**config.mk**
```make
export PLATFORM = sky130hd
export DESIGN_NAME = light_threshold_limit_registers
export DESIGN_NICKNAME = d
export VERILOG_FILES = /design/src/rtl/light_threshold_pkg.sv /design/src/rtl/power_scaler.sv /design/src/rtl/light_threshold_limit_registers.sv
export VERILOG_INCLUDE_DIRS = /design/src /design/src/rtl
export SDC_FILE = /design/constraint.sdc
export NUM_CORES = 1
export LEC_CHECK = 0
export BUFFER_PORTS_ARGS = -buffer_cell sky130_fd_sc_hd__clkbuf_2
export CAP_MARGIN = 20
export CORE_UTILIZATION = 60
export CTS_CLUSTER_SIZE = 20
export DETAILED_ROUTE_END_ITERATION = 16
export MAX_ROUTING_LAYER = met4
export PLACE_DENSITY = 0.85
export SETUP_SLACK_MARGIN = 0.2
export SLEW_MARGIN = 30
export SYNTH_ARGS = -nofsm -noshare
export SYNTH_HDL_FRONTEND = slang
export SYNTH_SLANG_ARGS = --single-unit
```
**constraint.sdc**
```tcl
create_clock -name mclk -period 7.18 [get_ports mclk]
set_input_delay 0.718 -clock mclk [delete_from_list [all_inputs] [get_ports mclk]]
set_output_delay 0.718 -clock mclk [all_outputs]
set_load 0.02 [all_outputs]
```
**src/rtl/light_threshold_consts.svh**
```systemverilog
// Constants for the light threshold limit register bank.
// Assumes inclusion by the package; the design modules use its macros without including it.
`ifndef LIGHT_THRESHOLD_CONSTS_SVH
`define LIGHT_THRESHOLD_CONSTS_SVH

`define ADDR_LOWER_THRESHOLD  8'h02
`define ADDR_UPPER_THRESHOLD  8'h03
`define ADDR_MAKER_ID         8'h7e
`define EXP_MSB               15
`define EXP_LSB               12
`define MANT_MSB              11
`define LOWER_RESET           16'h0000
`define UPPER_RESET           16'hbfff
`define MAKER_CODE_DEFAULT    16'h4d4b
`define SCALED_WIDTH          27
`define FAULT_CODE_ONE        2'h0
`define FAULT_CODE_TWO        2'h1
`define FAULT_CODE_FOUR       2'h2
`define FAULT_CODE_EIGHT      2'h3
`define FAULT_NUM_ONE         4'h1
`define FAULT_NUM_TWO         4'h2
`define FAULT_NUM_FOUR        4'h4
`define FAULT_NUM_EIGHT       4'h8

`endif

```
**src/rtl/light_threshold_pkg.sv**
```systemverilog
// Types shared by the light threshold limit register bank.
// Assumes the constants header sits beside it.
`include "light_threshold_consts.svh"

package light_threshold_pkg;
  typedef logic [15:0]                  reg_word_type;
  typedef logic [`SCALED_WIDTH-1:0]     scaled_power_type;
  typedef enum logic [2:0] {
    CMP_INSIDE = 3'b001,
    CMP_BELOW  = 3'b010,
    CMP_ABOVE  = 3'b100
  } compare_state_type;
endpackage

```
**src/rtl/power_scaler.sv**
```systemverilog
// Converts an exponent and mantissa word to a common power integer.
// Assumes a 16-bit word with exponent on top; result in smallest steps.
`timescale 1ns/1ns

module power_scaler
  import light_threshold_pkg::*;
(
  input  wire reg_word_type     word,
  output scaled_power_type      scaled
);
  logic [3:0] expField;

  always_comb begin
    expField = word[`EXP_MSB:`EXP_LSB];
    // Mantissa shifted by the exponent; exact, so no rounding is lost.
    scaled = scaled_power_type'({15'h0000, word[`MANT_MSB:0]})
             << expField;
  end
endmodule

```
**src/rtl/light_threshold_limit_registers.sv**
```systemverilog
// Lower and upper threshold registers, maker identification and the
// consecutive-fault comparator that drives the limit flags.
// Assumes a register port decoded from the serial interface and a result
// word with a one-cycle valid pulse from the conversion engine.
//
// How it works
// - The lower threshold is read/write with exponent 15-12, mantissa 11-0.
// - The lower threshold sits at address 0x02 and is the lower bound.
// - A threshold means 1.2 nW/cm2 times two to the exponent times mantissa.
// - Exponent codes zero to eleven double the step from 1.2 upward.
// - Result and thresholds are compared as common power values.
// - Exponent masking never alters the value being compared.
// - The upper threshold is read/write at 0x03 and is the upper bound.
// - The upper threshold resets to 0xbfff.
// - Address 0x7e reads a fixed maker code and ignores writes.
// - The lower threshold resets to zero.
// - The below flag sets after the selected run of low results.
// - Fault count codes 00..11 select runs of one, two, four, eight.
`timescale 1ns/1ns

module light_threshold_limit_registers
  import light_threshold_pkg::*;
#(
  parameter logic [15:0] MAKER_CODE = `MAKER_CODE_DEFAULT
)
(
  input  wire logic         mclk,
  input  wire logic         srst,
  input  wire logic         clkEn,
  input  wire logic [7:0]   regAddr,
  input  wire logic         regWrite,
  input  wire logic         regRead,
  input  wire logic [15:0]  regWdata,
  output logic [15:0]       regRdata,
  output logic              regValid,
  input  wire logic [15:0]  resultWord,
  input  wire logic         resultValid,
  input  wire logic [1:0]   fault_count_select,
  input  wire logic         mask_result_exponent,
  output logic              above_limit_flag,
  output logic              below_limit_flag
);

  //////////////////////////////////////////////////////////////////////////
  // Register file.

  reg_word_type lower_reg;
  reg_word_type lower_next;
  reg_word_type upper_reg;
  reg_word_type upper_next;
  logic [15:0]  rdata_reg;
  logic [15:0]  rdata_next;
  logic         rvalid_reg;
  logic         rvalid_next;

  always_comb begin
    lower_next  = lower_reg;
    upper_next  = upper_reg;
    rdata_next  = rdata_reg;
    rvalid_next = 1'b0;
    if (regWrite) begin
      case (regAddr)
        `ADDR_LOWER_THRESHOLD: begin
          lower_next = regWdata;
        end
        `ADDR_UPPER_THRESHOLD: begin
          upper_next = regWdata;
        end
        default: begin
          // Writes to the identification word or elsewhere are dropped.
          lower_next = lower_reg;
        end
      endcase
    end
    if (regRead) begin
      rvalid_next = 1'b1;
      case (regAddr)
        `ADDR_LOWER_THRESHOLD: rdata_next = lower_reg;
        `ADDR_UPPER_THRESHOLD: rdata_next = upper_reg;
        `ADDR_MAKER_ID:        rdata_next = MAKER_CODE;
        default:               rdata_next = 16'h0000;
      endcase
    end
  end

  always_ff @(posedge mclk) begin
    if (srst) begin
      lower_reg  <= `LOWER_RESET;
      upper_reg  <= `UPPER_RESET;
      rdata_reg  <= 16'h0000;
      rvalid_reg <= 1'b0;
    end else if (clkEn) begin
      lower_reg  <= lower_next;
      upper_reg  <= upper_next;
      rdata_reg  <= rdata_next;
      rvalid_reg <= rvalid_next;
    end
  end

  assign regRdata = rdata_reg;
  assign regValid = rvalid_reg;

  //////////////////////////////////////////////////////////////////////////
  // Comparison on common power values.

  scaled_power_type resultPower;
  scaled_power_type lowerPower;
  scaled_power_type upperPower;

  // The raw result word is scaled; mask_result_exponent is not used by any logic.
  power_scaler resultScaler (
    .word   (resultWord),
    .scaled (resultPower)
  );
  power_scaler lowerScaler (
    .word   (lower_reg),
    .scaled (lowerPower)
  );
  power_scaler upperScaler (
    .word   (upper_reg),
    .scaled (upperPower)
  );

  logic isBelow;
  logic isAbove;
  logic maskUnused;

  assign isBelow    = resultPower < lowerPower;
  assign isAbove    = resultPower > upperPower;
  assign maskUnused = mask_result_exponent;

  //////////////////////////////////////////////////////////////////////////
  // Consecutive fault counting and flags.

  logic [3:0] faultTarget;

  always_comb begin
    case (fault_count_select)
      `FAULT_CODE_ONE:   faultTarget = `FAULT_NUM_ONE;
      `FAULT_CODE_TWO:   faultTarget = `FAULT_NUM_TWO;
      `FAULT_CODE_FOUR:  faultTarget = `FAULT_NUM_FOUR;
      `FAULT_CODE_EIGHT: faultTarget = `FAULT_NUM_EIGHT;
      default:           faultTarget = `FAULT_NUM_ONE;
    endcase
  end

  compare_state_type cmp_reg;
  compare_state_type cmp_next;
  logic [3:0]        run_reg;
  logic [3:0]        run_next;
  logic              above_reg;
  logic              above_next;
  logic              below_reg;
  logic              below_next;

  always_comb begin
    cmp_next   = cmp_reg;
    run_next   = run_reg;
    above_next = above_reg;
    below_next = below_reg;
    if (resultValid) begin
      case (cmp_reg)
        CMP_INSIDE, CMP_BELOW, CMP_ABOVE: begin
          if (isBelow) begin
            cmp_next = CMP_BELOW;
            run_next = (cmp_reg == CMP_BELOW && run_reg != faultTarget)
                       ? run_reg + 4'h1 : 4'h1;
            if (cmp_reg != CMP_BELOW) begin
              run_next = 4'h1;
            end
          end else if (isAbove) begin
            cmp_next = CMP_ABOVE;
            run_next = (cmp_reg == CMP_ABOVE && run_reg != faultTarget)
                       ? run_reg + 4'h1 : 4'h1;
            if (cmp_reg != CMP_ABOVE) begin
              run_next = 4'h1;
            end
          end else begin
            cmp_next = CMP_INSIDE;
            run_next = 4'h0;
          end
        end
        default: begin
          cmp_next = CMP_INSIDE;
          run_next = 4'h0;
        end
      endcase
      if (run_reg == faultTarget && cmp_next == cmp_reg) begin
        run_next = run_reg;
      end
      below_next = (cmp_next == CMP_BELOW)
                   && (run_next >= faultTarget);
      above_next = (cmp_next == CMP_ABOVE)
                   && (run_next >= faultTarget);
    end
  end

  always_ff @(posedge mclk) begin
    if (srst) begin
      cmp_reg   <= CMP_INSIDE;
      run_reg   <= 4'h0;
      above_reg <= 1'b0;
      below_reg <= 1'b0;
    end else if (clkEn) begin
      cmp_reg   <= cmp_next;
      run_reg   <= run_next;
      above_reg <= above_next;
      below_reg <= below_next;
    end
  end

  assign above_limit_flag = above_reg;
  assign below_limit_flag = below_reg;

endmodule

```
==> results of run 1 <==
## report_power, final
| part | switching, mW | internal, mW |
|---|---|---|
| registers | 0.00454 | 0.327 |
| clock network | 0.144 | 0.159 |
| logic | 0.127 | 0.0870 |
## synth_stat cells, drive strengths merged (2+ instances only)
master   count
nand2      148
a21oi       78
nor2        68
dfxtp       58
ha          55
mux2i       50
o21ai       33
clkbuf      32
mux2        30
nand3       27
nand3b      16
inv         15
a211oi      14
nand2b      12
nor2b       12
buf         11
or2         11
nand4        9
nor3         9
a21o         8
and2         8
mux4         7
a31oi        5
nor3b        4
o22ai        4
o2bb2ai      4
a22oi        3
o211ai       3
o21a         3
a221oi       2
a311oi       2
a32oi        2
and4         2
clkinv       2
nor4bb       2
o2111ai      2
o32ai        2
o41ai        2
## layer usage
| metal | vias to the layer above | global-route usage, % | part of all wire [%] | wire length (um) |
|---|---|---|---|---|
| met3 | 54 | 4.72 | 6.6 | 1060 |
| met2 | 280 | 57.5 | 48 | 7710 |
| met5 | - | - | 0 | 0 |
| met1 | 2755 | 41.1 | 42 | 6750 |
| li1 | 2873 | - | - | - |
| met4 | 0 | 12.9 | 3.2 | 518 |
## path summary, 6_finish.rpt
path	from	to	depth (start not counted)
setup / recovery	resultWord[13]	above_limit_flag$_SDFFE_PP0P_	24
setup reg to reg	lower_reg[12]$_SDFFE_PP0P_	above_limit_flag$_SDFFE_PP0P_	23
hold reg to reg	regRdata[13]$_SDFFE_PP0P_	regRdata[13]$_SDFFE_PP0P_	2
hold / removal	regRdata[13]$_SDFFE_PP0P_	regRdata[13]$_SDFFE_PP0P_	2
## logic make-up after synthesis
group	Yosys count	share of synthesized area, %
xor gates and xnor gates	2	0.301
DFF	58	19.9
muxes	87	17.2
AOI/OAI and AO/OA	176	19.0
adders and majority gates	56	12.0
buffers and inverters	60	4.30
and+or+nand+nor	337	27.3
## through the flow
| step | instance area, um^2 | utilization (%) |
|---|---|---|
| after floorplan | 5820 | - |
| after global placement | 6150 | 65.9 |
| after detailed placement | 6150 | 65.9 |
| after CTS | 6340 | 68.0 |
| after global routing | 6360 | 68.1 |
| final | 6360 | 68.1 |
## layout make-up
class	instances	area, um^2
clock inverter	7	68.8
tap	129	161
timing repair buffer	68	348
inverter	17	63.8
multi-input combinational	658	4430
fill	784	2970
sequential	58	1160
clock buffer	9	124
## tightest hold or removal path, cell delays in order (launching register included)
cell     delay (ns)
dfxtp_1        0.31
nand2_1        0.05
a21oi_1        0.05
==> results.txt, run 1 <==
The logs give 12,500 um for the sum of net half-perimeters after detailed placement and 0.0139 ns for the setup clock skew after layout. In this run the mean area of a mapped cell was 7.51 um^2. The fraction of the cycle the final worst path needs is 86.9%. Including well taps, the total number of placed cells is 930. The initialized floorplan defines 35 standard-cell rows.

The first global-routing pass estimated 26,600 um of wire. The die outline area was 0.0101 mm^2. The critical path launch point type is an input port. For this block, the initial DRC count from the detailed router was 496.

Kind of cell adding the most delay to the critical path: compound AO/OA/AOI/OAI gates. The run gives 58 as the clock sink count. For the pin with the worst max-slew slack, the measured transition is 0.989 ns. The cts-stage hold buffer count came out at 0. The library cells used most frequently in the layout, excluding fill and tap cells, are nand2_1 (148), a21oi_1 (78), nor2_1 (66), clkbuf_2 (65), dfxtp_1 (58). The logs give 160 MHz for the highest attainable clock frequency and 848 uW for the post-route total power. The number of antenna diodes in the final layout is 0. The logs give 0.34 ns for the clock latency on the worst-skew pair and 5,962 for the detailed-route via count. The tightest hold path in the finished design has a slack of 0.452 ns.

Setup violations remaining at the end of the flow were counted as 0. Clock tree synthesis inserted a total of 9 buffers. After synthesis, the cell types taking the most area are dfxtp_1 (20%), ha_1 (12%), nand2_1 (9.5%), mux2i_1 (8.6%), a21oi_1 (6.7%).

The run gives 916 as the net total in the final layout. Setup repair after global routing left no endpoint under its margin. The tools report the number of levels the H-tree was split into as 3. The number of library cell types mapped by synthesis is 70.

The tools report the max-slew violation count as 0. Summing every instance area after synthesis gives 0.00582 mm^2. The maximum ir drop on the vdd rail was 0.000119 V. Number of port buffers: 66.

Global routing finished with a remaining overflow of 0. The slack of the worst reg-to-reg path is 0.96 ns. The slowest stage of the critical path belongs to the cell o41ai_2. The chip width was 101 um; the total global-route track usage was 34.0%. In this run, synthesis inferred 0 flip-flops with an integrated enable. At the placement stage, the worst setup path has a slack of 0.717 ns. After technology mapping, the gate count stands at 776. The post-CTS clock slew at the launch and capture registers of the worst setup and hold paths works out to 0.08 ns. The path class of the lowest-slack min-delay path is flop to flop. The Yosys step of the flow raised 0 warnings.

The hold violation count in the final report was 0. For this block, the routed nets add up to 16,000 um of wire. Compared with the post-synthesis result, the final layout area differs by 9.13%. For the filler-free cell count of the finished design, the log shows 946. The flow ran to the end, and the final reports show no timing, DRC or antenna violations. Number of maximum-capacitance violations: 0. The cell sitting at the root of the clock tree is a clkbuf_8.

After detailed routing, the average wire length per cell comes to 17.0 um. After detailed routing, the number of vias per cell comes to 6.30. The worst stage delay on the critical path works out to 0.56 ns. Of all nets on the critical path, the largest fanout is 18. The first detailed-routing pass took 5 iterations. Power density relative to cell area: 133 mW/mm^2.

Summed over its instances, the top area cell type makes up 19.9% of the synthesized netlist area. The worst setup path is captured at a flop. The die is 101 um tall. The number of global-route vias before repair was 5,775; the maximum number of pins on one net before global-route repair was 62.

Routability-driven placement finished with a final weighted congestion of 1.00. The time the final worst path needs with I/O delays and setup was 6.24 ns; the number of buffer and inverter stages on the critical path was 1. The number of resized instances in the post-cts repair step is 0, and the synthesized netlist net count is 880. TritonCTS built the clock tree. The tools report the initial antenna violation count as 0. The minimum setup slack in the final design was 0.942 ns; the worst relative slew slack was 34.0%. The sequential element share of the synthesized area was 19.9%. Most common flop cell mapped by yosys: dfxtp_1. The post-detailed-route count of antenna-violating nets is 0. The run gives 0 ns as the post-route setup TNS.

The endpoint arrival time on the critical path was 6.45 ns; the number of DRC violations after detailed routing was 0. The initial utilization of the core area, before any placement, comes to 62.4%. 68 I/O pins were placed. The number of setup buffers added after CTS came out at 0. The clock passes through at most 2 buffers. For this run, asynchronously set or reset flops after synthesis account for 0%.

For the placeable core region, the log shows 0.00933 mm^2. In the final layout, the share of cells above drive strength 1 is 17.5%. Worst setup path category: input port to flop. Traced cell by cell, the critical path runs through clkbuf_2 -> mux2_2 -> o21ai_0 -> o21ai_0 -> nand2_1 -> o21ai_0 -> ha_1 -> a21oi_1 -> o211ai_1 -> a311oi_1 -> o21ai_0 -> a211oi_1 -> nor2_1 -> o41ai_2 -> nor2_1 -> mux2_4 -> ha_1 -> nand2b_1 -> a21o_1 -> a21o_1 -> a21oi_1 -> nor2_1 -> a32oi_1 -> nor2_1. Leaving out fill and tap cells, the most frequent cell in the layout is nand2_1.

Of all cell types, the one taking the most synthesized area is dfxtp_1. The tools report the leakage power as 2.69 nW. The total of flip-flops plus latches after synthesis came out at 58. For the worst setup path, the data required time is 7.39 ns.
(Power assumes the default switching activity.)
==> run 2, diff against run 1 <==
==> constraint.sdc (replaced) <==
create_clock -name mclk -period 7.18 [get_ports mclk]
set_input_delay 1.077 -clock mclk [delete_from_list [all_inputs] [get_ports mclk]]
set_output_delay 1.077 -clock mclk [all_outputs]
set_load 0.02 [all_outputs]
==> run 2 against run 1 <==
Effect of this change: critical path depth did not move; cell count is 0.11% lower; largest power group is now the clock network; sequential cell count unchanged; sequential power about the same; critical endpoint unchanged.
==> results.txt, run 2 (same netlist as run 1, synthesis figures left out) <==
The run finished with clean final reports. The fraction of final layout cells sized beyond drive strength 1 works out to 17.4% (was 17.5%). The cell area after placement was 0.00614 mm^2 (was 0.00615 mm^2).

The post-route total power is 924 uW (was 848 uW), and the number of inserted filler cells in the final layout is 776 (was 784). Most frequent cells in the layout: nand2_1 (148), a21oi_1 (78), nor2_1 (66), clkbuf_2 (65), dfxtp_1 (58) (unchanged). The most common cell after layout, fill and taps aside is nand2_1 (unchanged).

The die outline area is 0.0101 mm^2 (unchanged), and the leakage power is 2.72 nW (was 2.69 nW). The tools report the first-iteration detailed-routing DRC count as 386 (was 496). The number of iterations in the first detailed-routing pass was 7 (was 5); the number of global-route vias before repair was 5,700 (was 5,775). The setup clock skew after layout came out at 0.0134 ns (was 0.0139 ns). The run gives 0.993 (was 1.00) as the last weighted congestion value of the routability-driven placer.

Worst setup path category: input port to flop (unchanged). The slew at the pin closest to its max-slew limit is 0.991 ns (was 0.989 ns), and the post-detailed-route count of antenna-violating nets is 0 (unchanged). Standard-cell row count: 35 (unchanged).

The net total in the final layout is 915 (was 916). The layout overhead on the synthesized area came out at 9.97% (was 9.13%). The total congestion overflow after global routing is 0 (unchanged). The number of DRC violations after detailed routing is 0 (unchanged), and the total global-route track usage is 33.6% (was 34.0%). The path class of the lowest-slack min-delay path is flop to flop (unchanged). The detailed-route via count is 5,943 (was 5,962), and the post-CTS clock slew at the launch and capture registers of the worst setup and hold paths is 0.08 ns (about the same). Setup repair after global routing left no endpoint under its margin. Die height: 101 um (unchanged). The routed wirelength normalized by instance count came out at 16.9 um (was 17.0 um). The post-route setup TNS came out at 0 ns (unchanged). The endpoint arrival time on the critical path is 6.68 ns (was 6.45 ns), and the number of vias per cell after detailed routing is 6.29 (was 6.30).

The filler-free cell count of the finished design is 945 (was 946), and the number of port buffers is 66 (unchanged). Clock root buffer master: clkbuf_8 (unchanged). The required time reported for the critical path endpoint is 7.40 ns (was 7.39 ns). The sum of net half-perimeters after detailed placement is 12,600 um (was 12,500 um).

The tightest hold margin is 0.458 ns (was 0.452 ns), and the max-slew violation count is 0 (unchanged). The area of all placed cells without fillers is 0.00640 mm^2 (was 0.00636 mm^2), and the time the final worst path needs with I/O delays and setup is 6.46 ns (was 6.24 ns). The tools report the critical path launch point type as an input port (unchanged). The fraction of the cycle the final worst path needs came out at 90.0% (was 86.9%). The worst relative slew slack came out at 33.9% (was 34.0%). For the count of final setup violators, the log shows 0 (unchanged). The run gives 0.000170 V (was 0.000119 V) as the maximum ir drop on the vdd rail.

The tools report the number of maximum-capacitance violations as 0 (unchanged). The global-route wire length before repair was 26,200 um (was 26,600 um); the antenna diode instance count was 0 (unchanged). The power density relative to cell area is 144 mW/mm^2 (was 133 mW/mm^2), and the routed wire length is 16,000 um (about the same). The chip width works out to 101 um (unchanged). The run gives 0 (unchanged) as the number of setup buffers added after CTS. The tools report the pre-CTS setup slack as 0.420 ns (was 0.717 ns).

The run gives 0.00933 mm^2 (unchanged) as the placeable core region. The logs give 9 (unchanged) for the number of clock buffers inserted by TritonCTS and 0.35 ns (was 0.34 ns) for the clock latency on the worst-skew pair. The highest attainable clock frequency was 155 MHz (was 160 MHz). The initial antenna violation count is 0 (unchanged). The maximum fanout along the worst path is 18 (unchanged).

The maximum number of pins on one net before global-route repair is 62 (unchanged), and the hold violation count in the final report is 0 (unchanged). TritonCTS built the clock tree. Number of levels the H-tree was split into: 3 (unchanged).

The cts-stage hold buffer count was 0 (unchanged); the final core area utilization was 68.7% (was 68.1%). The maximum number of buffers from clock root to sink came out at 2 (unchanged). The kind of capture point of the worst setup path was a flop (unchanged).

The clock sink count came out at 58 (unchanged). The minimum setup slack in the final design came out at 0.719 ns (was 0.942 ns). The run gives 929 (was 930) as the number of placed cells counting well taps. The logs give 0 (unchanged) for the number of resized instances in the post-cts repair step and 62.4% (unchanged) for the initial standard-cell utilization of the core.

The total I/O pin count was 68 (unchanged).
==> run 2: cell type report <==
type	count	area, um^2	share of cell area (%)
clock inverter	7	125	1.95
inverter	17	63.8	0.996
tap	129	161	2.52
clock buffer	9	124	1.93
timing repair buffer	67	340	5.31
sequential	58	1160	18.1
multi-input combinational	658	4430	69.2
==> run 2: critical path, stage by stage <==
cell	delay, ns
clkbuf_2	0.34
mux2_2	0.40
o21ai_0	0.29
o21ai_0	0.17
nand2_1	0.09
o21ai_0	0.15
ha_1	0.35
a21oi_1	0.17
o211ai_1	0.11
a311oi_1	0.25
o21ai_0	0.24
a211oi_1	0.44
nor2_1	0.22
o41ai_2	0.56
nor2_1	0.18
mux2_4	0.33
ha_1	0.28
nand2b_1	0.13
a21o_1	0.18
a21o_1	0.17
a21oi_1	0.20
nor2_1	0.08
a32oi_1	0.20
nor2_1	0.06
==> run 2: worst paths after layout <==
path | startpoint | endpoint | slack, ns | cells after the start
max | resultWord[13] | above_limit_flag$_SDFFE_PP0P_ | 0.72 | 24
min | regRdata[2]$_SDFFE_PP0P_ | regRdata[2]$_SDFFE_PP0P_ | 0.46 | 2
max reg2reg | lower_reg[12]$_SDFFE_PP0P_ | above_limit_flag$_SDFFE_PP0P_ | 1.04 | 23
min reg2reg | regRdata[2]$_SDFFE_PP0P_ | regRdata[2]$_SDFFE_PP0P_ | 0.46 | 2
==> run 2: per-layer routing <==
metal	wire length (um)	vias up	global-route usage [%]
met5	0	-	-
met4	513	0	14.3
met3	937	42	4.30
met2	7700	241	57.2
met1	6830	2784	40.0
li1	-	2876	-
==> run 2: power by group <==
part | switching [mW] | internal (mW) | total, mW
combinational | 0.126 | 0.0866 | 0.212
sequential | 0.00462 | 0.327 | 0.331
clock | 0.147 | 0.233 | 0.380
total | 0.277 | 0.647 | 0.924
